--- src/aod_defs.svh ---
// Opcode patterns, masks, field positions and reset values of the arithmetic decoder.
`ifndef AOD_DEFS_SVH
`define AOD_DEFS_SVH

// ----------------------------------------------------------------------------
// Opcode patterns and masks
// ----------------------------------------------------------------------------
`define AOD_MASK_RM      8'hFC
`define AOD_MASK_ACC     8'hFE
`define AOD_OPC_ADD_RM   8'h00
`define AOD_OPC_ADC_RM   8'h10
`define AOD_OPC_SBB_RM   8'h18
`define AOD_OPC_SUB_RM   8'h28
`define AOD_OPC_IMM_GRP  8'h80
`define AOD_OPC_ADD_ACC  8'h04
`define AOD_OPC_ADC_ACC  8'h14
`define AOD_OPC_SBB_ACC  8'h1C
`define AOD_OPC_SUB_ACC  8'h2C
`define AOD_OPC_AAA      8'h37
`define AOD_OPC_DAA      8'h27
`define AOD_OPC_AAS      8'h3F

// ----------------------------------------------------------------------------
// Middle field of the addressing byte in the immediate group
// ----------------------------------------------------------------------------
`define AOD_MID_ADD      3'h0
`define AOD_MID_ADC      3'h2
`define AOD_MID_SBB      3'h3
`define AOD_MID_SUB      3'h5

// ----------------------------------------------------------------------------
// Field positions
// ----------------------------------------------------------------------------
`define AOD_BIT_W        0
`define AOD_BIT_D        1
`define AOD_BIT_S        1
`define AOD_MID_HI       5
`define AOD_MID_LO       3
`define AOD_MOD_HI       7
`define AOD_MOD_LO       6
`define AOD_RM_HI        2
`define AOD_RM_LO        0
`define AOD_MOD_NODISP   2'h0
`define AOD_MOD_DISP8    2'h1
`define AOD_MOD_DISP16   2'h2
`define AOD_RM_DIRECT    3'h6
`define AOD_SW_TWO_IMM   2'h1

// ----------------------------------------------------------------------------
// Reset values
// ----------------------------------------------------------------------------
`define AOD_RST_BYTE     8'h00
`define AOD_RST_WORD     16'h0000
`define AOD_RST_CNT      2'h0

`endif

--- src/aod_pkg.sv ---
// Types shared by the arithmetic opcode decoder modules.
package aod_pkg;

  typedef enum logic [2:0] {
    AOD_OP_ADD = 3'h0,
    AOD_OP_ADC = 3'h1,
    AOD_OP_SUB = 3'h2,
    AOD_OP_SBB = 3'h3,
    AOD_OP_AAA = 3'h4,
    AOD_OP_DAA = 3'h5,
    AOD_OP_AAS = 3'h6
  } aod_op_e;

  typedef enum logic [1:0] {
    AOD_FORM_REGMEM = 2'h0,
    AOD_FORM_IMMRM  = 2'h1,
    AOD_FORM_ACCUM  = 2'h2,
    AOD_FORM_SINGLE = 2'h3
  } aod_form_e;

  typedef enum logic [3:0] {
    AOD_ST_OPC  = 4'b0001,
    AOD_ST_ADDR = 4'b0010,
    AOD_ST_DISP = 4'b0100,
    AOD_ST_IMM  = 4'b1000
  } aod_state_e;

endpackage : aod_pkg

--- src/aod_class_if.sv ---
// Carrier for the opcode classification between classifier and decoder.
`timescale 1ns/100ps
interface aod_class_if;
  import aod_pkg::*;
  logic [7:0] opcode;
  logic       isArith;
  aod_op_e    op;
  aod_form_e  form;
  logic       dirToReg;
  logic       wide;
  logic       signExt;
  logic [1:0] immBytes;

  modport classifier (input opcode, output isArith, op, form, dirToReg, wide, signExt, immBytes);
  modport decoder    (output opcode, input isArith, op, form, dirToReg, wide, signExt, immBytes);
endinterface : aod_class_if

--- src/aod_arith_decoder.sv ---
// Top of the arithmetic opcode decoder: walks the byte stream of one instruction.
`timescale 1ns/100ps
`include "aod_defs.svh"
module aod_arith_decoder
  import aod_pkg::*;
(
  // Clock and reset
  input  wire logic        clk,
  input  wire logic        reset_n,
  // Instruction byte stream
  input  wire logic        byteValid,
  input  wire logic [7:0]  byteData,
  // Decoded instruction
  output logic             instrValid,
  output logic             foreignValid,
  output aod_op_e          opKind,
  output aod_form_e        opForm,
  output logic [7:0]       opcodeOut,
  output logic             dirToReg,
  output logic             wide,
  output logic             signExt,
  output logic             hasAddrByte,
  output logic [7:0]       addrByte,
  output logic [1:0]       dispCount,
  output logic [1:0]       immCount,
  output logic [15:0]      immValue
);

  // --------------------------------------------------------------------------
  // Helpers
  // --------------------------------------------------------------------------
  // Displacement bytes implied by the addressing byte.
  function automatic logic [1:0] dispOf(input logic [7:0] m);
    logic [1:0] md;
    md = m[`AOD_MOD_HI:`AOD_MOD_LO];
    if (md == `AOD_MOD_DISP8) begin
      dispOf = 2'h1;
    end else if (md == `AOD_MOD_DISP16) begin
      dispOf = 2'h2;
    end else if (md == `AOD_MOD_NODISP && m[`AOD_RM_HI:`AOD_RM_LO] == `AOD_RM_DIRECT) begin
      dispOf = 2'h2;
    end else begin
      dispOf = 2'h0;
    end
  endfunction : dispOf

  aod_class_if cls ();
  assign cls.opcode = byteData;

  aod_opcode_classify u_classify (
    .cls (cls.classifier)
  );

  // --------------------------------------------------------------------------
  // Sequencer
  // --------------------------------------------------------------------------
  aod_state_e state_q;
  aod_op_e    op_q;
  aod_form_e  form_q;
  logic [7:0] opc_q;
  logic       dir_q;
  logic       wide_q;
  logic       sext_q;
  logic [7:0] modrm_q;
  logic       hasAddr_q;
  logic [1:0] disp_q;
  logic [1:0] dispLeft_q;
  logic [1:0] imm_q;
  logic [1:0] immLeft_q;
  logic [7:0] immLo_q;
  logic       done;
  logic       foreign;
  logic [2:0] mid;
  aod_op_e    midOp;
  logic       midOk;

  assign mid = byteData[`AOD_MID_HI:`AOD_MID_LO];

  always_comb begin
    midOk = 1'b1;
    case (mid)
      `AOD_MID_ADD: midOp = AOD_OP_ADD;
      `AOD_MID_ADC: midOp = AOD_OP_ADC;
      `AOD_MID_SUB: midOp = AOD_OP_SUB;
      `AOD_MID_SBB: midOp = AOD_OP_SBB;
      default: begin
        midOp = AOD_OP_ADD;
        midOk = 1'b0;
      end
    endcase
  end

  // A group opcode whose middle field is not arithmetic belongs to a neighbour.
  always_comb begin
    done    = 1'b0;
    foreign = 1'b0;
    if (byteValid) begin
      case (state_q)
        AOD_ST_OPC: begin
          foreign = !cls.isArith;
          done    = cls.isArith && cls.form == AOD_FORM_SINGLE;
        end
        AOD_ST_ADDR: begin
          foreign = form_q == AOD_FORM_IMMRM && !midOk;
          done    = !foreign && dispOf(byteData) == 2'h0 && imm_q == 2'h0;
        end
        AOD_ST_DISP: done = dispLeft_q == 2'h1 && imm_q == 2'h0;
        AOD_ST_IMM:  done = immLeft_q == 2'h1;
        default:     done = 1'b0;
      endcase
    end
  end

  always_ff @(posedge clk or negedge reset_n) begin
    if (!reset_n) begin
      state_q    <= AOD_ST_OPC;
      op_q       <= AOD_OP_ADD;
      form_q     <= AOD_FORM_REGMEM;
      opc_q      <= `AOD_RST_BYTE;
      dir_q      <= 1'b0;
      wide_q     <= 1'b0;
      sext_q     <= 1'b0;
      modrm_q    <= `AOD_RST_BYTE;
      hasAddr_q  <= 1'b0;
      disp_q     <= `AOD_RST_CNT;
      dispLeft_q <= `AOD_RST_CNT;
      imm_q      <= `AOD_RST_CNT;
      immLeft_q  <= `AOD_RST_CNT;
      immLo_q    <= `AOD_RST_BYTE;
    end else if (byteValid) begin
      case (state_q)
        AOD_ST_OPC: begin
          opc_q     <= byteData;
          op_q      <= cls.op;
          form_q    <= cls.form;
          dir_q     <= cls.dirToReg;
          wide_q    <= cls.wide;
          sext_q    <= cls.signExt;
          imm_q     <= cls.immBytes;
          immLeft_q <= cls.immBytes;
          hasAddr_q <= 1'b0;
          modrm_q   <= `AOD_RST_BYTE;
          disp_q    <= `AOD_RST_CNT;
          if (cls.isArith && cls.form == AOD_FORM_ACCUM) begin
            state_q <= AOD_ST_IMM;
          end else if (cls.isArith && cls.form != AOD_FORM_SINGLE) begin
            state_q <= AOD_ST_ADDR;
          end
        end
        AOD_ST_ADDR: begin
          modrm_q    <= byteData;
          hasAddr_q  <= 1'b1;
          disp_q     <= dispOf(byteData);
          dispLeft_q <= dispOf(byteData);
          if (form_q == AOD_FORM_IMMRM) begin
            op_q <= midOp;
          end
          if (foreign || done) begin
            state_q <= AOD_ST_OPC;
          end else if (dispOf(byteData) != 2'h0) begin
            state_q <= AOD_ST_DISP;
          end else begin
            state_q <= AOD_ST_IMM;
          end
        end
        AOD_ST_DISP: begin
          dispLeft_q <= dispLeft_q - 2'h1;
          if (done) begin
            state_q <= AOD_ST_OPC;
          end else if (dispLeft_q == 2'h1) begin
            state_q <= AOD_ST_IMM;
          end
        end
        AOD_ST_IMM: begin
          immLeft_q <= immLeft_q - 2'h1;
          immLo_q   <= byteData;
          if (done) begin
            state_q <= AOD_ST_OPC;
          end
        end
        default: state_q <= AOD_ST_OPC;
      endcase
    end
  end

  // --------------------------------------------------------------------------
  // Result registers
  // --------------------------------------------------------------------------
  logic [15:0] immNext;

  // A single immediate byte with s:w=11 is sign-extended; otherwise zero above.
  always_comb begin
    if (state_q != AOD_ST_IMM) begin
      immNext = `AOD_RST_WORD;
    end else if (imm_q == 2'h2) begin
      immNext = {byteData, immLo_q};
    end else if (form_q == AOD_FORM_IMMRM && sext_q && wide_q) begin
      immNext = {{8{byteData[7]}}, byteData};
    end else begin
      immNext = {8'h00, byteData};
    end
  end

  always_ff @(posedge clk or negedge reset_n) begin
    if (!reset_n) begin
      instrValid   <= 1'b0;
      foreignValid <= 1'b0;
      opKind       <= AOD_OP_ADD;
      opForm       <= AOD_FORM_REGMEM;
      opcodeOut    <= `AOD_RST_BYTE;
      dirToReg     <= 1'b0;
      wide         <= 1'b0;
      signExt      <= 1'b0;
      hasAddrByte  <= 1'b0;
      addrByte     <= `AOD_RST_BYTE;
      dispCount    <= `AOD_RST_CNT;
      immCount     <= `AOD_RST_CNT;
      immValue     <= `AOD_RST_WORD;
    end else begin
      instrValid   <= done;
      foreignValid <= foreign;
      if (done && state_q == AOD_ST_OPC) begin
        opKind      <= cls.op;
        opForm      <= cls.form;
        opcodeOut   <= byteData;
        dirToReg    <= 1'b0;
        wide        <= 1'b0;
        signExt     <= 1'b0;
        hasAddrByte <= 1'b0;
        addrByte    <= `AOD_RST_BYTE;
        dispCount   <= `AOD_RST_CNT;
        immCount    <= `AOD_RST_CNT;
        immValue    <= `AOD_RST_WORD;
      end else if (done) begin
        opKind      <= (state_q == AOD_ST_ADDR && form_q == AOD_FORM_IMMRM) ? midOp : op_q;
        opForm      <= form_q;
        opcodeOut   <= opc_q;
        dirToReg    <= dir_q;
        wide        <= wide_q;
        signExt     <= sext_q;
        hasAddrByte <= hasAddr_q || state_q == AOD_ST_ADDR;
        addrByte    <= (state_q == AOD_ST_ADDR) ? byteData : modrm_q;
        dispCount   <= (state_q == AOD_ST_ADDR) ? `AOD_RST_CNT : disp_q;
        immCount    <= imm_q;
        immValue    <= immNext;
      end
    end
  end

  // --------------------------------------------------------------------------
  // Checks
  // --------------------------------------------------------------------------
  add_regmem_a : assert property (@(posedge clk) disable iff (!reset_n)
    instrValid && opcodeOut[7:2] == 6'b000000 |->
      opKind == AOD_OP_ADD && opForm == AOD_FORM_REGMEM && hasAddrByte && immCount == 2'h0)
    else $error("add register form decoded wrongly");

  adc_imm_a : assert property (@(posedge clk) disable iff (!reset_n)
    instrValid && opcodeOut[7:2] == 6'b100000 && addrByte[5:3] == 3'b010 |->
      opKind == AOD_OP_ADC && immCount == ((opcodeOut[1:0] == 2'b01) ? 2'h2 : 2'h1))
    else $error("add with carry immediate decoded wrongly");

  ascii_add_a : assert property (@(posedge clk) disable iff (!reset_n)
    state_q == AOD_ST_OPC && byteValid && byteData == 8'h37 |=>
      instrValid && opKind == AOD_OP_AAA && !hasAddrByte && immCount == 2'h0)
    else $error("ascii adjust after add not single byte");

  decimal_add_a : assert property (@(posedge clk) disable iff (!reset_n)
    state_q == AOD_ST_OPC && byteValid && byteData == 8'h27 |=>
      instrValid && opKind == AOD_OP_DAA && !hasAddrByte && immCount == 2'h0)
    else $error("decimal adjust after add not single byte");

  sub_accum_a : assert property (@(posedge clk) disable iff (!reset_n)
    instrValid && opcodeOut[7:1] == 7'b0010110 |->
      opKind == AOD_OP_SUB && !hasAddrByte && immCount == {opcodeOut[0], !opcodeOut[0]})
    else $error("subtract accumulator immediate count wrong");

  sbb_forms_a : assert property (@(posedge clk) disable iff (!reset_n)
    instrValid && (opcodeOut[7:2] == 6'b000110 || opcodeOut[7:1] == 7'b0001110) |->
      opKind == AOD_OP_SBB)
    else $error("subtract with borrow decoded wrongly");

  ascii_sub_a : assert property (@(posedge clk) disable iff (!reset_n)
    state_q == AOD_ST_OPC && byteValid && byteData == 8'h3F |=>
      instrValid && opKind == AOD_OP_AAS && opForm == AOD_FORM_SINGLE)
    else $error("ascii adjust after subtract not single byte");

  sign_extend_a : assert property (@(posedge clk) disable iff (!reset_n)
    instrValid && opForm == AOD_FORM_IMMRM && opcodeOut[1:0] == 2'b11 |->
      immCount == 2'h1 && immValue[15:8] == {8{immValue[7]}} && wide && signExt)
    else $error("sign-extended immediate wrong");

endmodule : aod_arith_decoder

--- src/aod_opcode_classify.sv ---
// Combinational classification of the first byte of an arithmetic instruction.
`timescale 1ns/100ps
`include "aod_defs.svh"
module aod_opcode_classify
  import aod_pkg::*;
(
  // Classification carrier
  aod_class_if.classifier cls
);

  logic [7:0] b;
  assign b = cls.opcode;

  always_comb begin
    cls.isArith  = 1'b1;
    cls.op       = AOD_OP_ADD;
    cls.form     = AOD_FORM_REGMEM;
    cls.dirToReg = b[`AOD_BIT_D];
    cls.wide     = b[`AOD_BIT_W];
    cls.signExt  = 1'b0;
    cls.immBytes = 2'h0;
    if ((b & `AOD_MASK_RM) == `AOD_OPC_ADD_RM) begin
      cls.op = AOD_OP_ADD;
    end else if ((b & `AOD_MASK_RM) == `AOD_OPC_ADC_RM) begin
      cls.op = AOD_OP_ADC;
    end else if ((b & `AOD_MASK_RM) == `AOD_OPC_SUB_RM) begin
      cls.op = AOD_OP_SUB;
    end else if ((b & `AOD_MASK_RM) == `AOD_OPC_SBB_RM) begin
      cls.op = AOD_OP_SBB;
    end else if ((b & `AOD_MASK_RM) == `AOD_OPC_IMM_GRP) begin
      // The operation is only known once the middle field arrives.
      cls.form     = AOD_FORM_IMMRM;
      cls.dirToReg = 1'b0;
      cls.signExt  = b[`AOD_BIT_S];
      cls.immBytes = (b[1:0] == `AOD_SW_TWO_IMM) ? 2'h2 : 2'h1;
    end else if ((b & `AOD_MASK_ACC) == `AOD_OPC_ADD_ACC ||
                 (b & `AOD_MASK_ACC) == `AOD_OPC_ADC_ACC ||
                 (b & `AOD_MASK_ACC) == `AOD_OPC_SUB_ACC ||
                 (b & `AOD_MASK_ACC) == `AOD_OPC_SBB_ACC) begin
      cls.form     = AOD_FORM_ACCUM;
      cls.dirToReg = 1'b1;
      cls.immBytes = b[`AOD_BIT_W] ? 2'h2 : 2'h1;
      case (b & `AOD_MASK_ACC)
        `AOD_OPC_ADD_ACC: cls.op = AOD_OP_ADD;
        `AOD_OPC_ADC_ACC: cls.op = AOD_OP_ADC;
        `AOD_OPC_SUB_ACC: cls.op = AOD_OP_SUB;
        default:          cls.op = AOD_OP_SBB;
      endcase
    end else if (b == `AOD_OPC_AAA || b == `AOD_OPC_DAA || b == `AOD_OPC_AAS) begin
      cls.form     = AOD_FORM_SINGLE;
      cls.dirToReg = 1'b0;
      cls.wide     = 1'b0;
      case (b)
        `AOD_OPC_AAA: cls.op = AOD_OP_AAA;
        `AOD_OPC_DAA: cls.op = AOD_OP_DAA;
        default:      cls.op = AOD_OP_AAS;
      endcase
    end else begin
      cls.isArith = 1'b0;
    end
  end

endmodule : aod_opcode_classify

--- config.mk ---
export PLATFORM = sky130hd
export DESIGN_NAME = aod_arith_decoder
export DESIGN_NICKNAME = d
export VERILOG_FILES = /design/src/aod_pkg.sv /design/src/aod_class_if.sv /design/src/aod_arith_decoder.sv /design/src/aod_opcode_classify.sv
export VERILOG_INCLUDE_DIRS = /design/src
export SDC_FILE = /design/constraint.sdc
export NUM_CORES = 1
export LEC_CHECK = 0
export ABC_AREA = 1
export BUFFER_PORTS_ARGS = -buffer_cell sky130_fd_sc_hd__buf_2
export CAP_MARGIN = 20
export CORE_MARGIN = 2
export CORE_UTILIZATION = 58
export DETAILED_ROUTE_END_ITERATION = 10
export PLACE_DENSITY = 0.86
export SYNTH_ARGS = -nofsm -noshare
export SYNTH_HDL_FRONTEND = slang
export SYNTH_SLANG_ARGS = --single-unit
--- constraint.sdc ---
create_clock -name clk -period 2.3 [get_ports clk]
set_input_delay 0.46 -clock clk [delete_from_list [all_inputs] [get_ports clk]]
set_output_delay 0.46 -clock clk [all_outputs]
set_load 0.02 [all_outputs]
Word-level counts from Yosys, hierarchy flattened
Index checks and enable logic that the tools add are counted.

Register bits after elaboration: 92. Input bits: 11. Output and inout bits: 47.

$add $sub $neg: 2. Equal/unequal tests: 34. Muxes and demuxes: 107. Reduce and logical (&&, ||, !) cells: 40.

Operators by type and width (number): $mux W16 (5); $mux W2 (30); $mux W8 (5); $mux W1 (37); $mux W3 (11); $mux W4 (7); $eq A8 B6 Y1 const B (3); $pmux W2 S2 (4); $pmux W4 S4 (1); $pmux W8 S2 (1); $eq A7 B4 Y1 const B (2); $eq A6 B3 Y1 const B (2); $logic_and A1 B1 Y1 (12); $pmux W2 S3 (2); $eq A2 B1 Y1 const B (5); $reduce_and A2 Y1 (5); $reduce_bool A2 Y1 (5); $eq A2 B2 Y1 const B (4); $logic_not A8 Y1 (1); $eq A7 B2 Y1 const B (1); $eq A7 B5 Y1 const B (1); $logic_or A1 B1 Y1 (7); $eq A3 B2 Y1 const B (2); $eq A3 B3 Y1 const B (2); 19 further kinds (28).

Logic depth before layout (Yosys ltp)
Depth in word-level cells: 22. Gate-level depth with buffers: 17.

Hierarchy
Synthesis repeated with hierarchy kept, for this count alone.

Cells, all modules: 556. Area, all modules: 4535.6 um2.

By module, submodules not included: aod_arith_decoder (cells an instance 487, times used 1, area each 4211.5 um2, sequential area each 2303.5 um2); aod_opcode_classify (cells an instance 69, times used 1, area each 324.1 um2, sequential area each 0.0 um2).

Worst setup path after synthesis
Ideal clock, no wire load.

Path kind: input to register. From: input byteData[2]. To: register state_q[3]. Required time: 2183 ps. Buffers on the path: 3. Data arrival time: 1641 ps. Setup slack: 542 ps. Stages on the path: 17. Cells stage by stage: buf_6 nand2_2 inv_1 nand2_1 nand2_1 nor2_1 nand2_1 nand2_1 nand2_1 nand3_2 nand2_4 buf_12 buf_12 nand3_2 nand3_2 nand2_1 nand2_1.

Cells in the longest elaborated chain, start to end: 17. Elaborated cells on any way between the ends: 66. Those cells by class: 18 x eq/ne; 31 x mux; 17 x reduce/logical.

Ends and longest elaborated chain: start: declaration (RTL line aod_arith_decoder.sv:12) `input wire logic [7:0] byteData,`; $eq A8 B6 Y1 (no line) (tied with other cells); $logic_or A1 B1 Y1 (no line) (2 in a row); $mux W2 or $logic_or A1 B1 Y1 (tied branches); $mux W2 (RTL line aod_opcode_classify.sv:36) `` end else if ((b & `AOD_MASK_ACC) == `AOD_OPC_ADD_ACC || ``; $mux W2 (RTL line aod_opcode_classify.sv:30) `` end else if ((b & `AOD_MASK_RM) == `AOD_OPC_IMM_GRP) begin ``; $mux W2 (RTL line aod_opcode_classify.sv:28) `` end else if ((b & `AOD_MASK_RM) == `AOD_OPC_SBB_RM) begin ``; $mux W2 (RTL line aod_opcode_classify.sv:26) `` end else if ((b & `AOD_MASK_RM) == `AOD_OPC_SUB_RM) begin ``; $mux W2 (RTL line aod_opcode_classify.sv:24) `` end else if ((b & `AOD_MASK_RM) == `AOD_OPC_ADC_RM) begin ``; $mux W2 (RTL line aod_opcode_classify.sv:22) `` if ((b & `AOD_MASK_RM) == `AOD_OPC_ADD_RM) begin ``; $eq A2 B2 Y1 (RTL line aod_arith_decoder.sv:101) `done = cls.isArith && cls.form == AOD_FORM_SINGLE;`; $logic_and A1 B1 Y1 (RTL line aod_arith_decoder.sv:101); $pmux W1 S4 (RTL line aod_arith_decoder.sv:98) `case (state_q)`; $mux W1 (RTL line aod_arith_decoder.sv:97) `if (byteValid) begin`; $logic_or A1 B1 Y1 (RTL line aod_arith_decoder.sv:158) `if (foreign || done) begin`; $mux W4 (RTL line aod_arith_decoder.sv:158); $pmux W4 S4 (RTL line aod_arith_decoder.sv:131) `case (state_q)`; end signal: assignment (RTL line aod_arith_decoder.sv:159) `state_q <= AOD_ST_OPC;`; end signal: assignment (RTL line aod_arith_decoder.sv:161) `state_q <= AOD_ST_DISP;`; end signal: assignment (RTL line aod_arith_decoder.sv:163) `state_q <= AOD_ST_IMM;`; end: declaration (RTL line aod_arith_decoder.sv:57) `aod_state_e state_q;`.

Parallel ways exist; a longest one is shown, timed or not. The select of a mux whose other input is x is not followed. A chain may end at the register's enable or synchronous reset.

Worst setup path after layout
From: register state_q[0]. To: register op_q[0].

Cells in the longest elaborated chain, start to end: 3. Elaborated cells on any way between the ends: 6. Those cells by class: 3 x eq/ne; 1 x mux; 2 x reduce/logical.

Ends and longest elaborated chain: start signal: assignment (RTL line aod_arith_decoder.sv:116) `state_q <= AOD_ST_OPC;`; start signal: assignment (RTL line aod_arith_decoder.sv:145) `state_q <= AOD_ST_IMM;`; start signal: assignment (RTL line aod_arith_decoder.sv:147) `state_q <= AOD_ST_ADDR;`; $eq A4 B2 Y1 or $eq A4 B1 Y1 (tied branches) (RTL line aod_arith_decoder.sv:131); $ne A2 B2 Y1 (no line) or $reduce_bool A2 Y1 (tied branches); $reduce_and A3 Y1 (no line); end signal: assignment (RTL line aod_arith_decoder.sv:134) `op_q <= cls.op;`; end signal: assignment (RTL line aod_arith_decoder.sv:156) `op_q <= midOp;`; end: declaration (RTL line aod_arith_decoder.sv:58) `aod_op_e op_q;`.

Parallel ways exist; a longest one is shown, timed or not.

==> summary.md <==
| Metric | Value |
|---|---|
| Via count | 3866 |
| R2r endpoint | op_q[0]$_DFFE_PN0P_ |
| Synthesized area | 4451 sq um |
| Post-synthesis mux area share | 0% |
| Die area | 8390 sq um |
| Pre-CTS setup slack | 221.6 ps |
| Clock tree buffer depth | 2 |
| Die outline width | 91.60 um |
| Reg2Reg Setup Slack | 270 ps |
| CP required | 2590 ps |
| RSZ-0062 raised after global routing | false |
| Final wirelength | 11000 um |
| Post-synthesis compound-gate area fraction | 16.47% |
| Final setup violation count | 0 |
| DR iter-0 viols | 307 |
| Initial Util | 60.71% |
| Slew Viols, Final | 0 |
| P_leak | 2.608 nW |
| PnR worst setup slack | 266.7 ps |
| CP Launch Type | flop |
| Clock latency on the worst-skew pair | 360 ps |
| Crit. End Element | flop |
| Crit path time final | 2033 ps |
| Crit path DAT | 2330 ps |
| Worst-path cell chain | inv_1, nor2_1, nand2_2, inv_1, nor2_1, nor2_1, o21ai_0, inv_1, o21ai_0, o21ai_0 |
| Top_reg_cell synth | dfrtp_1 |
| Post-route DRC | 0 |
| Crit-path max FO | 10 |
| CTS sink count | 92 |
| Post-CTS Hold Fix Bufs | 0 |
| Setup tns final | 0 ps |
| Clk slew on worst S/H paths | 100 ps |
| Post-Synth XOR/XNOR Area | 0% |
| Grt ovf | 0 |
| Cts repair resizes | 0 |
| Worst Skew | 11.47 ps |
| CTS Buf Count | 9 |
| Post-synth EDFFs | 0 |
| Antenna Cells | 0 |
| Postcts setup bufs | 0 |
| R2r startpoint | state_q[0]$_DFFE_PN1P_ |
| First-pass iteration count of the detailed router | 5 |
| Mapped Cells | 525 |
| H-tree level count | 3 |
| Share of layout cells above drive strength 1 | 23.40% |
| Largest family of logic cells by synthesized area | simple AND/OR/NAND/NOR gates |
| Reg2Reg Depth | 10 |
| DIE HEIGHT | 91.60 um |
| Period utilization | 88.40% |
| CP max-delay cell | dfstp_2 |
| Post-layout nets | 602 |
| Antenna Violating Nets Remaining | 0 |
| Syn nets | 538 |
| Vias/cell | 5.579 |
| Max-Cap Viols | 0 |
| Ports | 58 |
| Synth warn | 0 |
| Slew HR | 40.57% |
| Crit-path max cell delay | 550 ps |
| Min-delay worst type | primary input to async pin |
| Worst-margin pin slew | 885.5 ps |
| Post-detail-place hpwl | 8016 um |
| Port Buffers | 57 |
| Commonest non-fill, non-tap cells in the layout | 163 x nand2_1, 91 x dfrtp_1, 60 x nor2_1, 57 x o21ai_0, 56 x buf_2 |
| First-pass GRT wire length | 18210 um |
| Commonest non-fill, non-tap cell in the layout | nand2_1 |
| Synth Area in Simple Gates | 24.12% |
| Run status | complete, no violations |
| Power Density | 1242 nW/um^2 |
| Final Core Density | 69.18% |
| Core area | 7331 sq um |
| Yosys cell types | 34 |
| CTS tree | yes |
| Row cnt | 31 |
| Peak supply drop | 0.0006581 V |
| Final count of hold timing violations | 0 |
| Syn avg cell area | 8.477 sq um |
| Adder-cell share of the synthesized area | 0.5623% |
| Peak Freq | 491.8 MHz |
| Number of global-route vias before repair | 3734 |
| Root Driver | clkbuf_8 |
| Avg WL per Cell | 15.87 um |
| Post-synth ARST share | 100.0% |
| Synthesized flop and latch total | 92 |
| Sequential-to-total area share from yosys stat | 51.76% |
| GRT Resource Usage Total | 27.81% |
| Area delta synth->final | 13.94% |
| Largest net degree at the start of global routing | 52 |
| RePlAce Congestion | 0.9509 |
| Critical path class | flop to flop |
| Antenna violations before repair | 0 |
-- state kept, by name (all words and copies together), names as in the netlist, 3 cells and up --
name,flops
modrm_q,8
opc_q,8
addrByte,8
opcodeOut,8
state_q,4
immLo_q,8
immValue,16
opKind,3
op_q,3
-- logic make-up after synthesis --
family,Yosys count
fa+ha+maj,2
simple gates,259
flops,92
compound gates,109
buf+inv,63
-- report_power, final --
part / switching [W] / internal, W / total, W
clock: 0.000606 / 0.000441 / 0.00105
sequential: 0.000329 / 0.00223 / 0.00256
combinational: 0.00179 / 0.000899 / 0.00269
total: 0.00272 / 0.00357 / 0.00630
-- final cells by class --
type | instances | area, sq um
flip-flops and latches | 92 | 2303
fillers | 586 | 2260
multi-input cells | 370 | 1832
repair buffers | 77 | 475.5
inverters | 39 | 146.4
clock buffers | 10 | 137.6
well taps | 99 | 123.9
clock inverters | 6 | 52.55
-- layer usage --
layer  vias to the layer above  global-route usage, %  wire length (um)
met5                         -                      0                 0
met2                       145                  44.00              5223
met3                        27                  6.473               737
li1                       1842                      -                 -
met1                      1852                  37.58              4758
met4                         0                  10.10               279
-- how the worst max path moves through the flow --
stage | start | end | slack (ps) | cells past startpoint
2_1_floorplan | byteData[2] | state_q[3]$_DFFE_PN0P_ | 540 | 17
5_1_grt | state_q[0]$_DFFE_PN1P_ | op_q[0]$_DFFE_PN0P_ | 20 | 10
3_5_place_dp | byteData[5] | state_q[0]$_DFFE_PN1P_ | 220 | 17
6_report | state_q[0]$_DFFE_PN1P_ | op_q[0]$_DFFE_PN0P_ | 270 | 10
3_3_place_gp | byteData[5] | state_q[2]$_DFFE_PN0P_ | 260 | 16
4_1_cts | state_q[0]$_DFFE_PN1P_ | op_q[0]$_DFFE_PN0P_ | 300 | 10
-- stage by stage --
step | instances | hold WS [ps] | power [W] | instance area [sq um]
finish | 693 | 72.18 | 0.006296 | 5071
global placement | 677 | 452.4 | 0.005152 | 4881
CTS | 693 | 82.22 | 0.006314 | 5071
floorplan | 525 | 164.4 | 0.004403 | 4451
global route | 693 | 111.2 | 0.006754 | 5071
detailed placement | 677 | 453.2 | 0.005274 | 4881
-- cell usage after synthesis (all sizes together) (2+ instances only) --
library cell  instances  area share (%)
o22ai                 4            0.56
nor2                 61             5.2
buf                  15             3.0
a21oi                 6             1.0
o31ai                18             5.1
o21ai                64             7.2
nand3                21             3.0
inv                  39             3.3
clkbuf                9            0.76
dfrtp                91              51
nand2               173              15
ha                    2            0.56
a31oi                12             1.7
nor3                  2            0.34
-- worst max-delay path: cells and delay by family (launching register included) --
family | cells | cell delay [ps]
flops | 1 | 550
compound gates | 3 | 520
simple gates | 4 | 490
buf+inv | 3 | 410
(Power assumes the default switching activity.)
